`src/core/csp_defs.svh`:
```
// Constants for the codec serial port
`ifndef CSP_DEFS_SVH
`define CSP_DEFS_SVH
`define CSP_WORD_W 16
`define CSP_CNT_W 4
`define CSP_LAST_BIT 4'hf
`define CSP_CTRL_FLAG 15
`define CSP_CHAN_SEL 8
`define CSP_HIREF_BIT 7
`define CSP_REGC_RST 8'h00
`define CSP_DIV_W 3
`define CSP_PROD_W 6
`define CSP_MIN_PROD 6'h02
`endif

```
`src/core/csp_pkg.sv`:
```
// Types for the codec serial port
package csp_pkg;
   typedef enum logic [1:0] {
      CSP_TX_IDLE = 2'b00,
      CSP_TX_SYNC = 2'b01,
      CSP_TX_SHIFT = 2'b11
   } csp_tx_state_t;
   typedef enum logic [1:0] {
      CSP_RX_IDLE = 2'b00,
      CSP_RX_SHIFT = 2'b01
   } csp_rx_state_t;
endpackage

```
`src/core/csp_clkdiv.sv`:
```
// Bit clock divider with edge strobes
`timescale 1ns/1ps
`default_nettype none
`include "csp_defs.svh"
module csp_clkdiv
   import csp_pkg::*;
(
   // Clock and reset
   input wire logic clk_sys,
   input wire logic rst,
   // Control
   input wire logic run,
   input wire logic [`CSP_DIV_W-1:0] mclk_div,
   input wire logic [`CSP_DIV_W-1:0] sclk_div,
   // Bit clock and strobes
   output logic bit_clk,
   output logic rise,
   output logic fall
);
   logic [`CSP_PROD_W-1:0] cnt;
   logic [`CSP_PROD_W-1:0] next_cnt;
   logic [`CSP_PROD_W-1:0] prod;
   logic next_bit_clk;
   logic next_rise;
   logic next_fall;

   // Period is the product of both dividers, but never less than CSP_MIN_PROD clocks
   always_comb begin
      prod = {3'h0, mclk_div} * {3'h0, sclk_div};
      if (prod < `CSP_MIN_PROD) begin
         prod = `CSP_MIN_PROD;
      end
      next_cnt = cnt;
      next_bit_clk = bit_clk;
      next_rise = 1'b0;
      next_fall = 1'b0;
      if (!run) begin
         next_cnt = '0;
         next_bit_clk = 1'b0;
      end else if (cnt == prod - 6'h01) begin
         next_cnt = '0;
         next_bit_clk = 1'b1;
         next_rise = 1'b1;
      end else begin
         next_cnt = cnt + 6'h01;
         if (cnt == (prod >> 1) - 6'h01) begin
            next_bit_clk = 1'b0;
            next_fall = 1'b1;
         end
      end
   end

   always_ff @(posedge clk_sys or posedge rst) begin
      if (rst) begin
         cnt <= '0;
         bit_clk <= 1'b0;
         rise <= 1'b0;
         fall <= 1'b0;
      end else begin
         cnt <= next_cnt;
         bit_clk <= next_bit_clk;
         rise <= next_rise;
         fall <= next_fall;
      end
   end
endmodule
`default_nettype wire

```
`src/core/csp_serial_port.sv`:
```
// Codec serial port, device end
`timescale 1ns/1ps
`default_nettype none
`include "csp_defs.svh"
module csp_serial_port
   import csp_pkg::*;
(
   // Clock and reset
   input wire logic clk_sys,
   input wire logic rst,
   // Link pins
   input wire logic link_enable,
   input wire logic rx_line,
   input wire logic rx_frame_sync,
   output logic bit_clk,
   output logic tx_line,
   output logic tx_line_oe,
   output logic tx_frame_sync,
   output logic tx_frame_sync_oe,
   // Divider settings
   input wire logic [`CSP_DIV_W-1:0] mclk_div,
   input wire logic [`CSP_DIV_W-1:0] sclk_div,
   // Outgoing words
   input wire logic [`CSP_WORD_W-1:0] tx_word,
   input wire logic tx_valid,
   output logic tx_taken,
   // Incoming words
   output logic [`CSP_WORD_W-1:0] rx_word,
   output logic rx_word_valid,
   // Reference level
   output logic high_ref_select
);
   logic en_meta, en;
   logic fs_meta, fs_s;
   logic rd_meta, rd_s;
   logic rise, fall;
   csp_tx_state_t tx_st, next_tx_st;
   csp_rx_state_t rx_st, next_rx_st;
   logic [`CSP_WORD_W-1:0] tx_sr, next_tx_sr;
   logic [`CSP_CNT_W-1:0] tx_cnt, next_tx_cnt;
   logic next_tx_line, next_tx_line_oe, next_tx_fs, next_tx_fs_oe, next_tx_taken;
   logic [`CSP_WORD_W-1:0] rx_sr, next_rx_sr, next_rx_word;
   logic [`CSP_CNT_W-1:0] rx_cnt, next_rx_cnt;
   logic next_rx_word_valid;
   logic [7:0] reg_c [2];
   logic [7:0] next_reg_c [2];
   logic next_high_ref;

   csp_clkdiv u_div (
      .clk_sys(clk_sys),
      .rst(rst),
      .run(en),
      .mclk_div(mclk_div),
      .sclk_div(sclk_div),
      .bit_clk(bit_clk),
      .rise(rise),
      .fall(fall)
   );

   // Pin synchronisers
   always_ff @(posedge clk_sys or posedge rst) begin
      if (rst) begin
         en_meta <= 1'b0;
         en <= 1'b0;
         fs_meta <= 1'b0;
         fs_s <= 1'b0;
         rd_meta <= 1'b0;
         rd_s <= 1'b0;
      end else begin
         en_meta <= link_enable;
         en <= en_meta;
         fs_meta <= rx_frame_sync;
         fs_s <= fs_meta;
         rd_meta <= rx_line;
         rd_s <= rd_meta;
      end
   end

   // Transmit side
   always_comb begin
      next_tx_st = tx_st;
      next_tx_sr = tx_sr;
      next_tx_cnt = tx_cnt;
      next_tx_line = tx_line;
      next_tx_line_oe = tx_line_oe;
      next_tx_fs = tx_frame_sync;
      next_tx_fs_oe = en;
      next_tx_taken = 1'b0;
      if (!en) begin
         next_tx_st = CSP_TX_IDLE;
         next_tx_cnt = '0;
         next_tx_fs = 1'b0;
         next_tx_line_oe = 1'b0;
         next_tx_line = 1'b0;
      // Everything moves on the rising edge
      end else if (rise) begin
         unique case (tx_st)
            CSP_TX_IDLE: begin
               next_tx_line_oe = 1'b0;
               // Sync one period ahead of the MSB
               if (tx_valid) begin
                  next_tx_st = CSP_TX_SYNC;
                  next_tx_sr = tx_word;
                  next_tx_fs = 1'b1;
                  next_tx_taken = 1'b1;
               end
            end
            CSP_TX_SYNC: begin
               next_tx_st = CSP_TX_SHIFT;
               next_tx_fs = 1'b0;
               next_tx_line_oe = 1'b1;
               next_tx_line = tx_sr[`CSP_WORD_W-1];
               next_tx_sr = {tx_sr[`CSP_WORD_W-2:0], 1'b0};
               next_tx_cnt = '0;
            end
            CSP_TX_SHIFT: begin
               if (tx_cnt == `CSP_LAST_BIT) begin
                  next_tx_line_oe = 1'b0;
                  next_tx_line = 1'b0;
                  if (tx_valid) begin
                     next_tx_st = CSP_TX_SYNC;
                     next_tx_sr = tx_word;
                     next_tx_fs = 1'b1;
                     next_tx_taken = 1'b1;
                  end else begin
                     next_tx_st = CSP_TX_IDLE;
                  end
               end else begin
                  next_tx_line = tx_sr[`CSP_WORD_W-1];
                  next_tx_sr = {tx_sr[`CSP_WORD_W-2:0], 1'b0};
                  next_tx_cnt = tx_cnt + 4'h1;
               end
            end
         endcase
      end
   end

   // Frame sync output enabled only with the link
   always_ff @(posedge clk_sys or posedge rst) begin
      if (rst) begin
         tx_st <= CSP_TX_IDLE;
         tx_sr <= '0;
         tx_cnt <= '0;
         tx_line <= 1'b0;
         tx_line_oe <= 1'b0;
         tx_frame_sync <= 1'b0;
         tx_frame_sync_oe <= 1'b0;
         tx_taken <= 1'b0;
      end else begin
         tx_st <= next_tx_st;
         tx_sr <= next_tx_sr;
         tx_cnt <= next_tx_cnt;
         tx_line <= next_tx_line;
         tx_line_oe <= next_tx_line_oe;
         tx_frame_sync <= next_tx_fs;
         tx_frame_sync_oe <= next_tx_fs_oe;
         tx_taken <= next_tx_taken;
      end
   end

   // Receive side and control registers
   always_comb begin
      next_rx_st = rx_st;
      next_rx_sr = rx_sr;
      next_rx_cnt = rx_cnt;
      next_rx_word = rx_word;
      next_rx_word_valid = 1'b0;
      next_reg_c[0] = reg_c[0];
      next_reg_c[1] = reg_c[1];
      if (!en) begin
         next_rx_st = CSP_RX_IDLE;
         next_rx_cnt = '0;
      end else if (fall) begin
         unique case (rx_st)
            CSP_RX_IDLE: begin
               // Host sync marks the next bit as MSB
               if (fs_s) begin
                  next_rx_st = CSP_RX_SHIFT;
                  next_rx_cnt = '0;
               end
            end
            CSP_RX_SHIFT: begin
               // Data captured on the falling edge
               next_rx_sr = {rx_sr[`CSP_WORD_W-2:0], rd_s};
               next_rx_cnt = rx_cnt + 4'h1;
               if (rx_cnt == `CSP_LAST_BIT) begin
                  next_rx_st = CSP_RX_IDLE;
                  next_rx_word = next_rx_sr;
                  next_rx_word_valid = 1'b1;
                  if (next_rx_sr[`CSP_CTRL_FLAG]) begin
                     next_reg_c[next_rx_sr[`CSP_CHAN_SEL]] = next_rx_sr[7:0];
                  end
               end
            end
            default: begin
               next_rx_st = CSP_RX_IDLE;
            end
         endcase
      end
      next_high_ref = next_reg_c[0][`CSP_HIREF_BIT] | next_reg_c[1][`CSP_HIREF_BIT];
   end

   // Reset clears every register including control
   always_ff @(posedge clk_sys or posedge rst) begin
      if (rst) begin
         rx_st <= CSP_RX_IDLE;
         rx_sr <= '0;
         rx_cnt <= '0;
         rx_word <= '0;
         rx_word_valid <= 1'b0;
         reg_c[0] <= `CSP_REGC_RST;
         reg_c[1] <= `CSP_REGC_RST;
         high_ref_select <= 1'b0;
      end else begin
         rx_st <= next_rx_st;
         rx_sr <= next_rx_sr;
         rx_cnt <= next_rx_cnt;
         rx_word <= next_rx_word;
         rx_word_valid <= next_rx_word_valid;
         reg_c[0] <= next_reg_c[0];
         reg_c[1] <= next_reg_c[1];
         high_ref_select <= next_high_ref;
      end
   end
endmodule
`default_nettype wire

```
`config.mk`:
```
export PLATFORM = sky130hd
export DESIGN_NAME = csp_serial_port
export DESIGN_NICKNAME = d
export VERILOG_FILES = /design/src/core/csp_pkg.sv /design/src/core/csp_clkdiv.sv /design/src/core/csp_serial_port.sv
export VERILOG_INCLUDE_DIRS = /design/src /design/src/core
export SDC_FILE = /design/constraint.sdc
export NUM_CORES = 1
export LEC_CHECK = 0
export BUFFER_PORTS_ARGS = -buffer_cell sky130_fd_sc_hd__buf_2
export CAP_MARGIN = 5
export CORE_MARGIN = 4
export CORE_UTILIZATION = 55
export DETAILED_ROUTE_END_ITERATION = 10
export GPL_ROUTABILITY_DRIVEN = 0
export PLACE_DENSITY = 0.76
export SLEW_MARGIN = 10
export SYNTH_ARGS = -nofsm -noshare
export SYNTH_HDL_FRONTEND = slang
export SYNTH_SLANG_ARGS = --single-unit
```
`constraint.sdc`:
```
create_clock -name clk_sys -period 3.92 [get_ports clk_sys]
set_input_delay 0.392 -clock clk_sys [delete_from_list [all_inputs] [get_ports clk_sys]]
set_output_delay 0.392 -clock clk_sys [all_outputs]
set_load 0.02 [all_outputs]
```
**After elaboration in Yosys (flattened, before gate mapping)**

Cells that the tools add are included.

- Output and inout bits: 24
- Logic and storage cells: 132
- Memory bits (read-only): 0
- Memories: 0
- Latch bits: 0
- Input bits: 28
- Register bits: 97
- Memory bits (writable): 0

- Reductions and logical operators: 13
- Shift operators: 0
- Eq/ne operators: 17
- Bitwise operators: 2
- $mul: 1
- Add/sub/neg operators: 5
- Multiplexer cells: 63
- Divide/modulo/power cells: 0
- Order comparisons: 3

Operators with widths:

| operator | number |
|---|---|
| 2-to-1 mux 16 bit | 7 |
| case mux 16 bit (3 select lines) | 1 |
| 2-to-1 mux 1 bit | 27 |
| 2-to-1 mux 4 bit | 6 |
| 2-to-1 mux 6 bit | 3 |
| bitwise mux 16 bit | 1 |
| 2-to-1 mux 2 bit | 8 |
| case mux 4 bit (2 select lines) | 2 |
| != test 3 bit (second input constant) | 5 |
| AND reduction 3 bit | 5 |
| == test 6 bit | 2 |
| != test 3 x 1 -> 1 bit (second input constant) | 3 |
| adder 4 x 1 -> 4 bit (second input constant) | 2 |
| demux 8 bit (select 1 bit) | 1 |
| == test 4 bit (second input constant) | 2 |
| 2-to-1 mux 8 bit | 1 |
| adder 6 x 1 -> 6 bit (second input constant) | 1 |
| < comparator 6 x 2 -> 1 bit (second input constant) | 1 |
| multiplier 3 x 3 -> 6 bit | 1 |
| case mux 1 bit (3 select lines) | 2 |
| case mux 2 bit (3 select lines) | 1 |
| AND reduction 2 bit | 3 |
| subtractor 5 x 1 -> 6 bit (second input constant) | 1 |
| subtractor 6 x 1 -> 6 bit (second input constant) | 1 |
| other kinds (13) | 17 |

**Depth between registers and ports, before layout**

- Depth in word-level cells: 12
- Gate-level depth with buffers: 16
- Gate-level depth less buffers: 16

**By module**

Synthesis repeated with hierarchy kept, for this count alone.

- Cell total of the unflattened synthesis: 388
- Area total of the unflattened synthesis: 4324.1 um2

By module, submodules not included:

| module | area an instance (um2) | cells an instance | times used | sequential area each (um2) |
|---|---|---|---|---|
| csp_serial_port | 3290.7 | 274 | 1 | 1826.8 |
| csp_clkdiv | 1033.5 | 114 | 1 | 225.2 |

**Least setup slack after synthesis**

Ideal clock, no wire load.

- Path kind: input to register
- From: in mclk_div[0]
- To: reg u_div.fall
- Required time: 3.848 ns
- Data arrival time: 3.896 ns
- Stages: 15
- Path slack: -0.048 ns
- Buffers on the path: 1
- Cells stage by stage: nand2_1 fa_1 inv_1 ha_1 fa_1 buf_2 nor4_1 nor2_1 ha_1 nand2b_1 nor2_1 xnor3_1 a2111o_1 or4b_1 nor2_1

- Word-level cells in the longest chain between the ends: 8

RTL lines:

| item | RTL line | source |
|---|---|---|
| start: declaration | csp_serial_port.sv:21 | `` input wire logic [`CSP_DIV_W-1:0] mclk_div, `` |
| multiplier 3 x 3 -> 6 bit * | csp_clkdiv.sv:29 | `prod = {3'h0, mclk_div} * {3'h0, sclk_div};` |
| < comparator 6 x 2 -> 1 bit (no line) | - |  |
| 2-to-1 mux 6 bit * | csp_clkdiv.sv:30 | `` if (prod < `CSP_MIN_PROD) begin `` |
| subtractor 5 x 1 -> 6 bit | csp_clkdiv.sv:46 | `if (cnt == (prod >> 1) - 6'h01) begin` |
| == test 6 bit | csp_clkdiv.sv:46 |  |
| 2-to-1 mux 1 bit | csp_clkdiv.sv:46 |  |
| 2-to-1 mux 1 bit * | csp_clkdiv.sv:40 | `end else if (cnt == prod - 6'h01) begin` |
| 2-to-1 mux 1 bit * | csp_clkdiv.sv:37 | `if (!run) begin` |
| named net u_div.next_fall | csp_clkdiv.sv:25 | `logic next_fall;` |
| end signal: assignment | csp_clkdiv.sv:63 | `fall <= next_fall;` |
| end: declaration | csp_clkdiv.sv:18 | `output logic fall` |

The timed path passes the listed nets; every way through them passes the cells marked *.
A chain may end at the register's enable or synchronous reset.

**Worst setup path in the final report**

- From: in mclk_div[0]
- To: reg u_div.rise

- Word-level cells in the longest chain between the ends: 7

RTL lines:

| item | RTL line | source |
|---|---|---|
| multiplier 3 x 3 -> 6 bit * | csp_clkdiv.sv:29 |  |
| < comparator 6 x 2 -> 1 bit (no line) | - |  |
| 2-to-1 mux 6 bit * | csp_clkdiv.sv:30 |  |
| subtractor 6 x 1 -> 6 bit * | csp_clkdiv.sv:40 |  |
| == test 6 bit * | csp_clkdiv.sv:40 |  |
| 2-to-1 mux 1 bit * | csp_clkdiv.sv:40 |  |
| 2-to-1 mux 1 bit * | csp_clkdiv.sv:37 |  |
| end signal: assignment | csp_clkdiv.sv:62 | `rise <= next_rise;` |
| end: declaration | csp_clkdiv.sv:17 | `output logic rise,` |

Every way passes the cells marked *; elsewhere a longest branch is shown, timed or not.

==> results.md <==
Timing:
- On the final layout, the worst hold slack is around 140 ps.
- Setup violations remaining at the end of the flow were counted as 0.
- The setup slack of the critical path after layout is approximately 310 ps.
- Timing would allow up to 0.277 GHz.
- The transition time at the pin with the least slew margin is 1060 ps.
- The final sum of negative setup slack is 0 ps.
- The period utilization is 92.2%.
- The count of final hold-check violations came to 0.
- The relative slew slack is between 20 and 30%.
- Setup repair after global routing left no endpoint under its margin.
- The clock skew is 13.7 ps.
- The final count of pins violating max slew came to 0.
- The smallest clock period supported by the final layout is computed as roughly 3600 ps.

Clock tree:
- The TritonCTS buffer count is 9.
- The insertion delay of the later-clocked pin in the worst-skew pair is 350 ps.
- The clock drives just over 80 sinks.
- Clock-pin slew was measured on the worst setup and hold paths at 90 ps.
- TritonCTS built the clock tree.
- The root cell of the clock tree is clkbuf_8.
- The clock tree buffer depth is 2.
- The count of H-tree levels built during CTS is 3.
- Once the clock tree was built, the setup fixing pass inserted 0 buffers.

Power and ir drop:
- The power share of the sequential group is 51.2%.
- Cell internal power was estimated by the tool at 1.37 mW.
- The relative contribution of the clock network to total power is 33.5%.
- The standby leakage power is between 2 and 2.5 nW.
- The power per cell area is 406 nW/um^2.
- Net switching is between 20% and 30% of the power.
- VDD sags by at most around 350 uV.
- The share of total power dissipated in combinational logic is between 10% and 20%.
- Power comes to 1.89 mW.
- In this run the power spent charging and discharging nets is 0.518 mW.

Worst setup path:
- STA puts the critical path data required time at approximately 4200 ps.
- Of all nets on the critical path, the largest fanout is 7.
- The startpoint identified for the worst register-to-register timing path is en$_DFF_PP0_.
- Data on the critical path arrives at its endpoint at between 3000 and 4000 ps.
- The last element of the critical path is u_div.rise$_DFF_PP0_.
- By startpoint and endpoint, the worst setup path is classified as primary input to register.
- The register-to-register setup slack is 1390 ps.
- The signal on the critical path passes through buf_2 -> nand2_1 -> fa_1 -> inv_1 -> ha_1 -> fa_2 -> buf_4 -> nor2_1 -> a21oi_1 -> nor4_2 -> nor2_2 -> ha_1 -> nor3_1 -> xnor3_1 -> o22a_1 -> nor4b_4 -> buf_4 -> and2_1.
- The critical register-to-register path endpoint is high_ref_select$_DFF_PP0_.
- The worst setup path is captured at a register.
- The worst setup path startpoint is mclk_div[0].
- The delay contributed by the slowest stage of the critical path is about 530 ps.
- For this design, the slowest cell found on the critical path is fa_1.
- The number of cells traversed by the worst register-to-register path is 7.
- The worst setup path is launched from a primary input.

Cells and area:
- The repair_antennas step left the layout with diodes totalling 0.
- The register area is roughly 2100 sq um.
- The count of filler cells inserted in the layout is 569.
- In the final layout, the multi-input gates occupy 1840 sq um.
- The layout cell share with drive strength beyond 1 is about 30%.
- The synthesis-to-finish area growth is 16.8%.
- For this run, the post-layout net count is ~470.

Flow run:
- The tool flagged a number of max-cap violations equal to 0.

Die:
- The die extent in x is 93.1 um.
- The area of the die is 8680 sq um.
- The initial utilization of the core area, before any placement, comes to 57.7%.
- The floorplan row count is 30.
- The I/O pin count is 52.
- The vertical die dimension is between 90 and 100 um.
- The total core area is 6910 sq um.

Synthesis:
- The sequential fraction of the synthesis area is 51.5%.
- The number of distinct standard cells referenced by the synthesized netlist is 54.
- The synthesized area per cell is 11.3 sq um.
- The cell area that synthesis handed to floorplanning was about 4000 sq um.
- In the synthesized netlist, the number of instances is between 300 and 400.
- In this run the biggest area consumer among cell types represents 51.5% of the synthesized area.
- In this run, synthesis produced a sequential element count of 82.
- The commonest cells after synthesis are dfrtp_1 (82), nand2_1 (34), mux2_2 (32), inv_1 (18), nor2_1 (18).
- In this run, synthesis inferred 0 flip-flops with an integrated enable.
- Of all cell types, the one taking the most synthesized area is dfrtp_1.
- By area the synthesized netlist is led by dfrtp_1 (51%), mux2_2 (9.0%), ha_1 (4.7%).
- In the synthesized netlist the async set-or-reset flop fraction comes to 100%.
- The cell with the most instances after synthesis is dfrtp_1.
- The number of nets in the synthesized netlist is 399.
- For this run, the leading register cell type out of synthesis is dfrtp_1.
- Yosys printed 0 warnings.

Placement:
- At the placement stage, the worst setup path has a slack of -122 ps.
- The quantity of I/O buffers inserted on ports is between 50 and 60.
- The post-detailed-placement half-perimeter wirelength is around 5.4 mm.

Drt:
- The pre-antenna-repair detailed-routing pass consisted of 5 iterations.
- The first routing iteration left 168 violations.
- The via density per instance is 5.49.
- In this run the remaining antenna-violating nets after routing total 0.
- The number of DRC violations after detailed routing is 0.
- In the final routed layout, each cell accounts on average for 14.5 um.
- The total number of vias is 2859.
- The routed design has 7.54 mm of wire.

Global routing:
- The wire length of the first global-routing pass is approximately 13 mm.
- The number of antenna violations at the first check in global routing is 0.
- The largest net degree at the start of global routing is 53.
- The total routing resource utilization after global routing is 18.8%.
- After global routing the overflow that remains totals 0.
- The via count of the first global-routing pass is 2817.

Outcome:
- The run finished with clean final reports.

Min path:
- The worst min-delay path category is primary input to register.
power by group through the flow:
stage | Sequential, mW | Clock (mW) | Combinational, mW
after floorplan | 0.968 | 0 | 0.212
after global placement | 0.983 | 0 | 0.282
after detailed placement | 0.982 | 0 | 0.293
after CTS | 0.969 | 0.650 | 0.293
after global routing | 0.979 | 0.693 | 0.330
final | 0.969 | 0.633 | 0.290
cells in the final DEF (no fill, tap or decap), drive strengths merged, types with 2 or more instances in the layout:
cell,count
o21bai,2
nor3b,3
nor2b,6
nand3,12
o31ai,2
a22oi,8
nand4,2
or4b,2
mux2,32
a2111o,2
dfrtp,82
clkinvlp,3
nor3,4
xnor2,10
o21ai,16
buf,66
and2,9
nor4,2
nand2b,3
xor2,5
a222oi,9
or3,2
and3,3
nor2,18
fa,2
ha,15
nand2,35
a21oi,16
inv,19
clkbuf,10
xnor3,2
nor4b,2
logic make-up after synthesis:
group,Yosys count,synth area share [%]
simple gates,108,14.3
compound gates,68,11.8
mux,33,9.29
buf+inv,29,2.79
flops,82,51.5
xor+xnor,17,4.61
fa+ha+maj,17,5.71
routing by layer:
| layer | part of all wire, % | vias up | GRT usage (%) |
|---|---|---|---|
| li1 | - | 1403 | - |
| met1 | 46 | 1380 | 25.2 |
| met2 | 48 | 68 | 29.6 |
| met3 | 5.1 | 8 | 5.31 |
| met4 | 0.94 | 0 | 6.11 |
| met5 | 0 | - | 0 |
worst min-delay path by stage:
stage	start	to	slack, ps	cells after the start
detailed placement	fs_meta$_DFF_PP0_	fs_s$_DFF_PP0_	340	0
floorplan	en_meta$_DFF_PP0_	en$_DFF_PP0_	330	0
CTS	rx_line	rd_meta$_DFF_PP0_	120	1
global route	rx_frame_sync	fs_meta$_DFF_PP0_	110	1
global placement	rd_meta$_DFF_PP0_	rd_s$_DFF_PP0_	330	0
finish	rx_frame_sync	fs_meta$_DFF_PP0_	140	1
cell type report:
class | count | area share, %
well taps | 96 | 2.58
clock buffers | 10 | 2.96
inverters | 18 | 1.48
clock inverters | 6 | 1.56
repair buffers | 66 | 7.90
multi-input cells | 243 | 39.5
flip-flops and latches | 82 | 44.1
worst max-delay path: cells and delay by family:
family                   cells  cell delay [ps]
adder cells (fa/ha/maj)      4             1310
AO/OA/AOI/OAI                2              330
buffers and inverters        4              490
AND/OR/NAND/NOR              7             1130
XOR/XNOR                     1              250
metrics by stage:
| stage | cell area [sq um] | utilization, % | instances |
|---|---|---|---|
| 6_report | 4660 | 67.4 | 521 |
| 5_1_grt | 4660 | 67.4 | 521 |
| 4_1_cts | 4650 | 67.4 | 521 |
| 3_5_place_dp | 4440 | 64.3 | 505 |
| 3_3_place_gp | 4440 | 64.3 | 505 |
| 2_1_floorplan | 4000 | - | 354 |
state kept, by name, indices dropped and copies added, names as in the netlist, 2 cells and up:
name       flops
rx_word       16
tx_st          2
u_div.cnt      6
rx_cnt         4
reg_c          2
tx_cnt         4
rx_sr         15
tx_sr         16
repair_timing:
item	in CTS	in global routing
gates resized for setup	0	1
hold buffers	0	0
setup endpoints to repair	0	8
Power figures use the tool's default switching activity.
